## config.mk

```make
export PLATFORM = sky130hd
export DESIGN_NAME = floppy_host_register_port
export DESIGN_NICKNAME = d
export VERILOG_FILES = /design/src/fdc_pkg.sv /design/src/floppy_host_register_port.sv /design/src/fdc_fifo.sv
export VERILOG_INCLUDE_DIRS = /design/src
export SDC_FILE = /design/constraint.sdc
export NUM_CORES = 1
export LEC_CHECK = 0
export BUFFER_PORTS_ARGS = -buffer_cell sky130_fd_sc_hd__buf_2
export CORE_ASPECT_RATIO = 1.5
export CORE_MARGIN = 5
export CORE_UTILIZATION = 60
export DETAILED_ROUTE_END_ITERATION = 10
export HOLD_SLACK_MARGIN = 0.03
export PLACE_DENSITY = 0.82
export SKIP_CTS_REPAIR_TIMING = 1
export SLEW_MARGIN = 20
export SYNTH_ARGS = -nofsm -noshare
export SYNTH_HDL_FRONTEND = slang
export SYNTH_SLANG_ARGS = --single-unit
export TNS_END_PERCENT = 20
```

## constraint.sdc

```tcl
create_clock -name i_mclk -period 7.53 [get_ports i_mclk]
set_clock_uncertainty 0.05 [all_clocks]
set_input_delay 0 -clock i_mclk [delete_from_list [all_inputs] [get_ports i_mclk]]
set_output_delay 0 -clock i_mclk [all_outputs]
set_load 0.02 [all_outputs]
```

## src/fdc_consts.svh

```systemverilog
`ifndef FDC_CONSTS_SVH
`define FDC_CONSTS_SVH

// Register addresses, primary and secondary sets
`define ADDR_MSR_PRI      10'h3F4
`define ADDR_MSR_SEC      10'h374
`define ADDR_DATA_PRI     10'h3F5
`define ADDR_DATA_SEC     10'h375
`define ADDR_DIAG_PRI     10'h3F7
`define ADDR_DIAG_SEC     10'h377

// Main status and diagnostic bit positions
`define MSR_RQM_BIT       7
`define MSR_DIR_BIT       6
`define MSR_NDM_BIT       5
`define MSR_BUSY_BIT      4
`define MSR_SEEK_B_BIT    1
`define MSR_SEEK_A_BIT    0
`define DIAG_CHANGE_BIT   7

// Command opcodes, low five bits of the first byte
`define OP_READ_DATA      5'h06
`define OP_READ_DELETED   5'h0C
`define OP_WRITE_DATA     5'h05
`define OP_WRITE_DELETED  5'h09
`define OP_READ_TRACK     5'h02
`define OP_READ_ID        5'h0A
`define OP_FORMAT         5'h0D
`define OP_SCAN_EQ        5'h11
`define OP_SCAN_LE        5'h19
`define OP_SCAN_HE        5'h1D
`define OP_RECALIBRATE    5'h07
`define OP_SENSE_INT      5'h08
`define OP_SPECIFY        5'h03
`define OP_SENSE_DRIVE    5'h04
`define OP_SEEK           5'h0F

// Command and result byte counts
`define LEN_RW            4'h9
`define LEN_FORMAT        4'h6
`define LEN_TWO           4'h2
`define LEN_THREE         4'h3
`define LEN_ONE           4'h1
`define RES_RW            4'h7
`define RES_SENSE_INT     4'h2
`define RES_ONE           4'h1
`define RES_NONE          4'h0

// Parameter limits and timing
`define CYL_MAX           8'h4C
`define SECTOR_BASE       15'h0080
`define HLT_STEP_MS       2
`define MCLK_KHZ          20000
`define HLT_RESET         7'h01
`define FIFO_DEPTH        16

`endif

```

## src/fdc_pkg.sv

```systemverilog
package fdc_pkg;

  // Host port phase, Gray coded along the usual path
  typedef enum logic [1:0] {
    PH_IDLE   = 2'b00,
    PH_CMD    = 2'b01,
    PH_EXEC   = 2'b11,
    PH_RESULT = 2'b10
  } phase_t;

  // Complete state of the host port
  typedef struct packed {
    phase_t      phase;
    logic        ior_n_d;
    logic        iow_n_d;
    logic [7:0]  rdata;
    logic        oe;
    logic [4:0]  opcode;
    logic [3:0]  byte_idx;
    logic [3:0]  cmd_len;
    logic [3:0]  res_left;
    logic [7:0]  res_buf;
    logic        res_valid;
    logic        res_ready;
    logic        push_valid;
    logic [7:0]  push_data;
    logic        busy;
    logic        non_dma;
    logic [6:0]  head_load_time_param;
    logic [23:0] hlt_cycles;
    logic [7:0]  data_length_param;
    logic [7:0]  last_sector_param;
    logic [7:0]  gap_length_param;
    logic [2:0]  size_code;
    logic [14:0] sector_bytes;
    logic        head_sel;
    logic [7:0]  cyl;
    logic        cyl_err;
    logic        stop;
  } port_state_t;

endpackage : fdc_pkg

```

## src/floppy_host_register_port.sv

```systemverilog
//Contract
// - Read-only diagnostic register at 3F7 or 377
// - Diagnostic bit 7 shows selected drive change
// - Main status read at 3F4/374, writes ignored
// - Status bit 7 set when data port ready
// - Status bit 6 gives transfer direction
// - Status bit 5 set in non-DMA mode
// - Status bit 4 set during read/write command
// - Bits 1/0 show drive B/A seeking independently
// - Stacked data port at 3F5 or 375
// - Address bit 0 picks status or data
// - Fifteen commands, multi-byte, written in sequence
// - Cylinder parameter valid from 0 to 76
// - Data length used only when size code zero
// - Transfer stops after last sector parameter
// - Gap length parameter passed to engine
// - Head select drives side output; H equals HD
// - Head load time 2 to 254 ms, 2 ms steps
// - Group select high primary, low secondary set
// - Result bytes readable only in result phase
`timescale 1ns/1ps
`include "fdc_consts.svh"

module floppy_host_register_port #(
  parameter int HLT_STEP_CYCLES = `HLT_STEP_MS * `MCLK_KHZ,
  parameter int FIFO_DEPTH      = `FIFO_DEPTH
) (
  input  wire logic        i_mclk,
  input  wire logic        i_rst_n,
  input  wire logic        i_ce,
  input  wire logic [9:0]  i_addr,
  input  wire logic        i_ior_n,
  input  wire logic        i_iow_n,
  input  wire logic [7:0]  i_data,
  output logic      [7:0]  o_data,
  output logic             o_data_oe,
  input  wire logic        i_drive_group_select,
  input  wire logic        i_drive_select,
  input  wire logic        i_disk_change_a,
  input  wire logic        i_disk_change_b,
  input  wire logic        i_seek_a,
  input  wire logic        i_seek_b,
  output logic             o_cmd_valid,
  output logic      [7:0]  o_cmd_data,
  input  wire logic        i_cmd_ready,
  input  wire logic        i_exec_done,
  input  wire logic        i_res_valid,
  input  wire logic [7:0]  i_res_data,
  output logic             o_res_ready,
  input  wire logic        i_sector_done,
  input  wire logic [7:0]  i_sector_num,
  output logic             o_stop_transfer,
  output logic             o_busy,
  output logic             o_non_dma,
  output logic             o_side_select,
  output logic      [7:0]  o_gap_length,
  output logic      [7:0]  o_last_sector,
  output logic      [14:0] o_sector_bytes,
  output logic      [23:0] o_head_load_cycles,
  output logic      [7:0]  o_cylinder,
  output logic             o_cylinder_invalid
);

  fdc_pkg::port_state_t s;  // Registered state
  fdc_pkg::port_state_t n;  // Next state

  logic [9:0] msr_addr;     // Status address of active set
  logic [9:0] diag_addr;    // Diagnostic address of active set
  logic       pair_hit;     // Status/data pair decoded
  logic       msr_sel;      // Status register selected
  logic       data_sel;     // Data port selected
  logic       diag_sel;     // Diagnostic register selected
  logic       rd_start;     // First cycle of a read strobe
  logic       wr_start;     // First cycle of a write strobe
  logic       fifo_ready;   // Command FIFO can take a byte
  logic       rqm;          // Data port ready for the host
  logic [7:0] status_byte;  // Assembled main status
  logic [7:0] diag_byte;    // Assembled diagnostic byte
  logic [3:0] len_now;      // Length of command in progress
  logic [4:0] op_now;       // Opcode of command in progress

  // Byte count of each command; unknown opcodes take one byte
  function automatic logic [3:0] cmd_len_f(input logic [4:0] op);
    case (op)
      `OP_READ_DATA, `OP_READ_DELETED, `OP_WRITE_DATA,
      `OP_WRITE_DELETED, `OP_READ_TRACK, `OP_SCAN_EQ,
      `OP_SCAN_LE, `OP_SCAN_HE: cmd_len_f = `LEN_RW;
      `OP_FORMAT:               cmd_len_f = `LEN_FORMAT;
      `OP_READ_ID, `OP_RECALIBRATE,
      `OP_SENSE_DRIVE:          cmd_len_f = `LEN_TWO;
      `OP_SPECIFY, `OP_SEEK:    cmd_len_f = `LEN_THREE;
      default:                  cmd_len_f = `LEN_ONE;
    endcase
  endfunction : cmd_len_f

  // Result byte count of each command
  function automatic logic [3:0] res_len_f(input logic [4:0] op);
    case (op)
      `OP_READ_DATA, `OP_READ_DELETED, `OP_WRITE_DATA,
      `OP_WRITE_DELETED, `OP_READ_TRACK, `OP_SCAN_EQ,
      `OP_SCAN_LE, `OP_SCAN_HE, `OP_READ_ID,
      `OP_FORMAT:               res_len_f = `RES_RW;
      `OP_SENSE_INT:            res_len_f = `RES_SENSE_INT;
      `OP_RECALIBRATE, `OP_SPECIFY,
      `OP_SEEK:                 res_len_f = `RES_NONE;
      default:                  res_len_f = `RES_ONE;
    endcase
  endfunction : res_len_f

  // Commands that move sector data
  function automatic logic is_rw_f(input logic [4:0] op);
    case (op)
      `OP_READ_DATA, `OP_READ_DELETED, `OP_WRITE_DATA,
      `OP_WRITE_DELETED, `OP_READ_TRACK, `OP_SCAN_EQ,
      `OP_SCAN_LE, `OP_SCAN_HE: is_rw_f = 1'b1;
      default:                  is_rw_f = 1'b0;
    endcase
  endfunction : is_rw_f

  // Address set follows the group select pin
  assign msr_addr  = i_drive_group_select ? `ADDR_MSR_PRI  : `ADDR_MSR_SEC;
  assign diag_addr = i_drive_group_select ? `ADDR_DIAG_PRI : `ADDR_DIAG_SEC;

  // Status and data share all bits but bit 0
  assign pair_hit = (i_addr[9:1] == msr_addr[9:1]);
  assign msr_sel  = pair_hit && !i_addr[0];
  assign data_sel = pair_hit && i_addr[0];
  assign diag_sel = (i_addr == diag_addr);

  // Strobes act once, on their leading edge
  assign rd_start = !i_ior_n && s.ior_n_d;
  assign wr_start = !i_iow_n && s.iow_n_d;

  // Ready only when the byte can really move
  always_comb begin
    case (s.phase)
      fdc_pkg::PH_IDLE,
      fdc_pkg::PH_CMD:    rqm = fifo_ready && !s.push_valid;
      fdc_pkg::PH_RESULT: rqm = s.res_valid;
      default:            rqm = 1'b0;
    endcase
  end

  // Main status, reserved bits held low
  always_comb begin
    status_byte                  = 8'h00;
    status_byte[`MSR_RQM_BIT]    = rqm;
    status_byte[`MSR_DIR_BIT]    = (s.phase == fdc_pkg::PH_RESULT);
    status_byte[`MSR_NDM_BIT]    = s.non_dma;
    status_byte[`MSR_BUSY_BIT]   = s.busy;
    status_byte[`MSR_SEEK_B_BIT] = i_seek_b;
    status_byte[`MSR_SEEK_A_BIT] = i_seek_a;
  end

  // Change flag of whichever drive is selected
  always_comb begin
    diag_byte                   = 8'h00;
    diag_byte[`DIAG_CHANGE_BIT] = i_drive_select ? i_disk_change_b
                                                 : i_disk_change_a;
  end

  // First byte fixes the command length
  assign op_now  = (s.byte_idx == 4'h0) ? i_data[4:0] : s.opcode;
  assign len_now = (s.byte_idx == 4'h0) ? cmd_len_f(i_data[4:0]) : s.cmd_len;

  // Next-state logic of the whole port
  always_comb begin
    n = s;
    n.ior_n_d = i_ior_n;
    n.iow_n_d = i_iow_n;

    // Bus drive lasts exactly as long as a decoded read
    n.oe = !i_ior_n && (msr_sel || data_sel || diag_sel);

    // Pending command byte leaves once the FIFO takes it
    if (s.push_valid && fifo_ready) begin
      n.push_valid = 1'b0;
    end

    // Read access: data captured on the strobe's leading edge
    if (rd_start) begin
      if (msr_sel) begin
        n.rdata = status_byte;
      end else if (diag_sel) begin
        n.rdata = diag_byte;
      end else if (data_sel) begin
        // Result bytes only exist in the result phase
        if (s.phase == fdc_pkg::PH_RESULT && s.res_valid) begin
          n.rdata     = s.res_buf;
          n.res_valid = 1'b0;
          n.res_left  = s.res_left - 4'h1;
          if (s.res_left == 4'h1) begin
            n.phase = fdc_pkg::PH_IDLE;
            n.busy  = 1'b0;
          end
        end else begin
          n.rdata = 8'h00;
        end
      end
    end

    // Write to data port; status address ignores writes
    if (wr_start && data_sel && rqm &&
        (s.phase == fdc_pkg::PH_IDLE || s.phase == fdc_pkg::PH_CMD)) begin
      n.push_valid = 1'b1;
      n.push_data  = i_data;
      n.byte_idx   = s.byte_idx + 4'h1;
      n.phase      = fdc_pkg::PH_CMD;
      if (s.byte_idx == 4'h0) begin
        n.opcode  = i_data[4:0];
        n.cmd_len = len_now;
      end
      // Parameter capture by byte position
      case (s.byte_idx)
        4'h1: begin
          if (op_now != `OP_SPECIFY) begin
            n.head_sel = i_data[2];
          end
        end
        4'h2: begin
          if (op_now == `OP_SPECIFY) begin
            n.head_load_time_param     = i_data[7:1];
            n.non_dma = i_data[0];
          end else if (op_now == `OP_FORMAT) begin
            n.size_code = i_data[2:0];
          end else begin
            n.cyl = i_data;
          end
        end
        4'h4: begin
          if (op_now == `OP_FORMAT) begin
            n.gap_length_param = i_data;
          end
        end
        4'h5: begin
          if (is_rw_f(op_now)) begin
            n.size_code = i_data[2:0];
          end
        end
        4'h6: begin
          if (is_rw_f(op_now)) begin
            n.last_sector_param = i_data;
          end
        end
        4'h7: begin
          if (is_rw_f(op_now)) begin
            n.gap_length_param = i_data;
          end
        end
        4'h8: begin
          if (is_rw_f(op_now)) begin
            n.data_length_param = i_data;
          end
        end
        default: begin
        end
      endcase
      // Last byte hands the command to the engine
      if (s.byte_idx + 4'h1 == len_now) begin
        n.phase    = fdc_pkg::PH_EXEC;
        n.byte_idx = 4'h0;
        n.busy     = is_rw_f(op_now);
        n.stop     = 1'b0;
      end
    end

    // Execution ends on the engine's pulse
    if (s.phase == fdc_pkg::PH_EXEC) begin
      // Sector matching the last sector parameter ends data
      if (i_sector_done && is_rw_f(s.opcode) && i_sector_num == s.last_sector_param) begin
        n.stop = 1'b1;
      end
      if (i_exec_done) begin
        n.res_left = res_len_f(s.opcode);
        if (res_len_f(s.opcode) == `RES_NONE) begin
          n.phase = fdc_pkg::PH_IDLE;
          n.busy  = 1'b0;
        end else begin
          n.phase = fdc_pkg::PH_RESULT;
        end
      end
    end

    // Result bytes fetched one at a time
    if (s.res_ready && i_res_valid) begin
      n.res_buf   = i_res_data;
      n.res_valid = 1'b1;
    end
    n.res_ready = (n.phase == fdc_pkg::PH_RESULT) && !n.res_valid;

    // Derived parameter views, registered for clean outputs
    n.cyl_err = (n.cyl > `CYL_MAX);
    if (n.size_code == 3'h0) begin
      n.sector_bytes = {7'h00, n.data_length_param};
    end else begin
      n.sector_bytes = 15'(`SECTOR_BASE << n.size_code);
    end
    // Product width kept, then trimmed to the output
    n.hlt_cycles = 24'(32'(n.head_load_time_param) * 32'(HLT_STEP_CYCLES));
  end

  // State register; HEAD_LOAD_TIME_PARAM keeps a defined value after reset
  always_ff @(posedge i_mclk) begin
    if (!i_rst_n) begin
      s            <= '0;
      s.phase      <= fdc_pkg::PH_IDLE;
      s.ior_n_d    <= 1'b1;
      s.iow_n_d    <= 1'b1;
      s.head_load_time_param        <= `HLT_RESET;
    end else if (i_ce) begin
      s <= n;
    end
  end

  // Command bytes wait here until the engine drains them
  fdc_fifo #(
    .WIDTH (8),
    .DEPTH (FIFO_DEPTH)
  ) u_cmd_fifo (
    .i_mclk      (i_mclk),
    .i_rst_n     (i_rst_n),
    .i_ce        (i_ce),
    .i_in_valid  (s.push_valid),
    .i_in_data   (s.push_data),
    .o_in_ready  (fifo_ready),
    .o_out_valid (o_cmd_valid),
    .o_out_data  (o_cmd_data),
    .i_out_ready (i_cmd_ready)
  );

  // All outputs taken from state flip-flops
  assign o_data             = s.rdata;
  assign o_data_oe          = s.oe;
  assign o_res_ready        = s.res_ready;
  assign o_stop_transfer    = s.stop;
  assign o_busy             = s.busy;
  assign o_non_dma          = s.non_dma;
  assign o_side_select      = s.head_sel;
  assign o_gap_length       = s.gap_length_param;
  assign o_last_sector      = s.last_sector_param;
  assign o_sector_bytes     = s.sector_bytes;
  assign o_head_load_cycles = s.hlt_cycles;
  assign o_cylinder         = s.cyl;
  assign o_cylinder_invalid = s.cyl_err;

endmodule : floppy_host_register_port

```

## src/fdc_fifo.sv

```systemverilog
`timescale 1ns/1ps

module fdc_fifo #(
  parameter int WIDTH = 8,
  parameter int DEPTH = 16
) (
  input  wire logic             i_mclk,
  input  wire logic             i_rst_n,
  input  wire logic             i_ce,
  input  wire logic             i_in_valid,
  input  wire logic [WIDTH-1:0] i_in_data,
  output logic                  o_in_ready,
  output logic                  o_out_valid,
  output logic [WIDTH-1:0]      o_out_data,
  input  wire logic             i_out_ready
);

  localparam int AW = $clog2(DEPTH);

  // Whole FIFO state, storage included
  typedef struct packed {
    logic [DEPTH-1:0][WIDTH-1:0] mem;
    logic [AW-1:0]               wptr;
    logic [AW-1:0]               rptr;
    logic [AW:0]                 count;
    logic                        in_ready;
    logic                        out_valid;
    logic [WIDTH-1:0]            out_data;
  } fifo_state_t;

  fifo_state_t s;  // Registered state
  fifo_state_t n;  // Next state

  // Output stage refills whenever empty or consumed
  always_comb begin
    n = s;
    if (!s.out_valid || i_out_ready) begin
      if (s.count != '0) begin
        n.out_data  = s.mem[s.rptr];
        n.out_valid = 1'b1;
        n.rptr      = s.rptr + 1'b1;
        n.count     = n.count - 1'b1;
      end else begin
        n.out_valid = 1'b0;
      end
    end
    // Push only while ready was shown
    if (i_in_valid && s.in_ready) begin
      n.mem[s.wptr] = i_in_data;
      n.wptr        = s.wptr + 1'b1;
      n.count       = n.count + 1'b1;
    end
    // Output register counts as a slot, so sixteen words in all
    n.in_ready = ((n.count + (AW+1)'(n.out_valid)) != (AW+1)'(DEPTH));
  end

  // State register with synchronous reset
  always_ff @(posedge i_mclk) begin
    if (!i_rst_n) begin
      s          <= '0;
      s.in_ready <= 1'b1;
    end else if (i_ce) begin
      s <= n;
    end
  end

  assign o_in_ready  = s.in_ready;
  assign o_out_valid = s.out_valid;
  assign o_out_data  = s.out_data;

endmodule : fdc_fifo

```

==> flow_metrics.py <==
metrics = {
    "worst_setup_path": {
        "reg2reg_to": "o_head_load_cycles[21]",
        "cp_data_required_time_ns": 7.96,
        "reg2reg_slack_ns": 0.94,
        "criticalPathCategory": "flip-flop to flip-flop",
        "critical_path.endpoint_type": "flip-flop",
        "critPathMaxFanout": 11,
        "r2r-start": "s[113]",
        "worstSetupEndpoint": "o_head_load_cycles[21]",
        "reg2reg_depth": 23,
        "startpoint": "s[113]",
        "start_kind": "flip-flop",
        "cp.arrival_ns": 7.02,
    },
    "logic_synthesis": {
        "synth-async-reset-ratio": 0,
        "synth_warnings": 0,
        "synthCells": 1587,
        "synth.distinct_cells": 85,
        "synth-edff-count": 0,
        "synth_top_flop_cell": "dfxtp_1",
        "netlist_top_cells_count": "280 x dfxtp_1, 239 x nor2_1, 179 x mux2i_1, 144 x nand2_1, 83 x a21oi_1",
        "netlist_area_sq_um": 14700,
        "yosysMostFrequentCell": "dfxtp_1",
        "ys_ff_latch": 280,
        "seq_area_frac_synth": 0.380,
        "synth_area_leaders": "dfxtp_1 38%, mux2i_1 12%, mux4_2 6.3%, nor2_1 6.1%, ha_1 5.5%",
        "yosys.area.top_type": "dfxtp_1",
        "synth_top_area_share": 0.380,
        "synth.avg_cell_area_sq_um": 9.29,
    },
    "clock_tree": {
        "cts_buffer_depth": 3,
        "clk_latency_ns": 0.54,
        "clk_pin_slew_ns": 0.07,
        "cts.sinks": 280,
        "cts_tree": "built",
        "htreeDepth": 1,
        "cts_buffers": 26,
        "ctsRootBufferMaster": "clkbuf_16",
    },
    "finish": {
        "fill_cells": 1926,
        "final_area_sq_um": 16200,
        "nets": 1741,
        "multi_input_comb_area_sq_um": 7950,
        "seq_area_sq_um": 5610,
        "syn_to_final_growth_pct": 9.60,
        "drive_gt1_frac": 0.162,
    },
    "grt": {
        "grt.total_usage": 0.247,
        "grt_pass1_wl_mm": 56.3,
        "grt_pass1_vias": 11300,
        "grt.overflow.total": 0,
        "grt_start_max_net_pins": 98,
        "antenna_found_initial": 1,
    },
    "min_path": {
        "hold_class": "primary input to flip-flop",
    },
    "place": {
        "dp.final_hpwl_mm": 24.8,
        "dpl-instance-area_sq_um": 14900,
        "numPortBuffers": 128,
        "routabilityCongestion": 0.892,
        "pre_cts_ws_ns": 1.02,
    },
    "route": {
        "drt_iter0_markers": 727,
        "vias_per_cell": 5.91,
        "antenna_left": 0,
        "route.detailed.drc": 0,
        "routed_wl_mm": 36.4,
        "vias": 11600,
        "drt-wirelength-per-cell_microns": 18.5,
        "drt-pass1-iter-count": 5,
    },
    "timing": {
        "slew_headroom": 0.249,
        "fin_crit_sh": 0.875,
        "setup_ws_ns": 0.939,
        "hold_violations": 0,
        "rsz0062_at_grt": "no",
        "worst_pin_slew_ns": 1.12,
        "slew_violations": 0,
        "fin_tns_setup_ns": 0,
        "max_clock_freq_mhz": 152,
        "setup_viol": 0,
        "period_minus_slack_ns": 6.59,
    },
    "die": {
        "core_sq_um": 24300,
        "num_io_pins": 136,
        "row_count": 70,
        "initial_core_util": 0.605,
        "die_w_microns": 138,
        "die_h_microns": 202,
        "die_area_sq_um": 27900,
    },
    "power": {
        "p_leak_nw": 6.56,
        "power-per-cell-area_nw_per_um2": 197,
        "worst_ir_drop_vdd_mv": 0.193,
    },
    "job": {
        "max_cap_violations": 0,
    },
    "run_status": {
        "outcome": "finished clean",
    },
}
## final cells by class
type	count	area share
antenna	1	0.000155
clock buffer	37	0.0466
clock inverter	10	0.00736
inverter	52	0.0124
multi-input combinational	1082	0.492
sequential	280	0.347
tap	324	0.0251
timing repair buffer	178	0.0689
## power by group
part           internal, W  switching (W)
Combinational     0.000121       0.000202
Sequential         0.00149      0.0000115
Clock             0.000765       0.000581
Total              0.00238       0.000794
## state kept, by name (all words and copies together) (netlist names), named ones only
register / count
o_cylinder_invalid: 1
o_data_oe: 1
o_data: 8
u_cmd_fifo.o_in_ready: 1
o_cylinder: 8
o_stop_transfer: 1
u_cmd_fifo.o_out_valid: 1
o_res_ready: 1
u_cmd_fifo.o_out_data: 8
o_gap_length: 8
o_head_load_cycles: 14
u_cmd_fifo.s: 141
o_side_select: 1
o_busy: 1
o_non_dma: 1
o_last_sector: 8
o_sector_bytes: 15
s: 57
## stage by stage
stage | util | hold slack, ns | power [W] | std cells
after floorplan | - | 0.0784 | 0.00177 | 1593
after global placement | 0.611 | 0.185 | 0.00184 | 1877
after detailed placement | 0.611 | 0.195 | 0.00185 | 1877
after CTS | 0.647 | -0.371 | 0.00318 | 1924
after global routing | 0.663 | 0.0646 | 0.00329 | 1964
final | 0.663 | 0.0181 | 0.00317 | 1964
## cells by family (layout without fill, tap and decap cells)
kind of cell / Yosys count / after routing / synth area share
AND/OR/NAND/NOR: 540 / 540 / 0.168
flip-flops: 280 / 280 / 0.380
other: 1 / 8 / 0.000254
multiplexers: 227 / 227 / 0.190
adder cells (fa/ha/maj): 72 / 72 / 0.0647
XOR/XNOR: 33 / 33 / 0.0196
AO/OA/AOI/OAI: 203 / 203 / 0.0951
buffers and inverters: 231 / 277 / 0.0824
## cells in the final DEF, fill, tap and decap left out, types with 17 or more instances in the layout
cell type	count
nand2_1	144
xor2_1	19
mux4_2	41
clkbuf_16	26
nor2_1	238
a211oi_1	17
ha_1	65
dfxtp_1	279
nand3_1	38
a21oi_1	83
dlygate4sd3_1	39
inv_1	50
mux2i_1	179
buf_2	128
o21ai_0	21
## how the worst min path moves through the flow
stage                  startpoint         to  slack (ns)  cells after the start
floorplan                 i_iow_n     s[131]        0.08                      2
global placement          i_iow_n     s[131]        0.18                      3
detailed placement        i_ior_n     s[132]        0.19                      3
CTS                 i_res_data[4]     s[101]       -0.37                      3
global route            i_addr[1]  o_data[6]        0.06                      6
finish                  i_addr[1]  o_data[6]        0.02                      6
## per-layer routing
layer / vias up / part of all wire / track usage / wire length [microns]
met1: 5604 / 0.37 / 0.271 / 13400
li1: 5505 / - / - / -
met4: 0 / 0.052 / 0.124 / 1900
met3: 124 / 0.052 / 0.0326 / 1890
met2: 380 / 0.53 / 0.456 / 19200
met5: - / 0 / 0 / 0
## worst max-delay path, stage by stage, from the launching register on
cell and delay, ns:
dfxtp_1 0.38, inv_1 0.11, ha_1 0.23, nor3b_2 0.21, buf_4 0.21, mux2i_1 0.62
nand4bb_1 0.28, nor2b_1 0.19, buf_4 0.19, mux2i_1 0.63, inv_1 0.11, ha_1 0.32
ha_1 0.29, inv_1 0.06, fa_1 0.49, fa_1 0.54, inv_1 0.05, ha_1 0.30
inv_1 0.07, o21bai_1 0.18, a2111o_1 0.22, a31oi_1 0.11, or4b_2 0.61, nand3_1 0.08
Note: power is estimated with default switching activity, not from simulation.
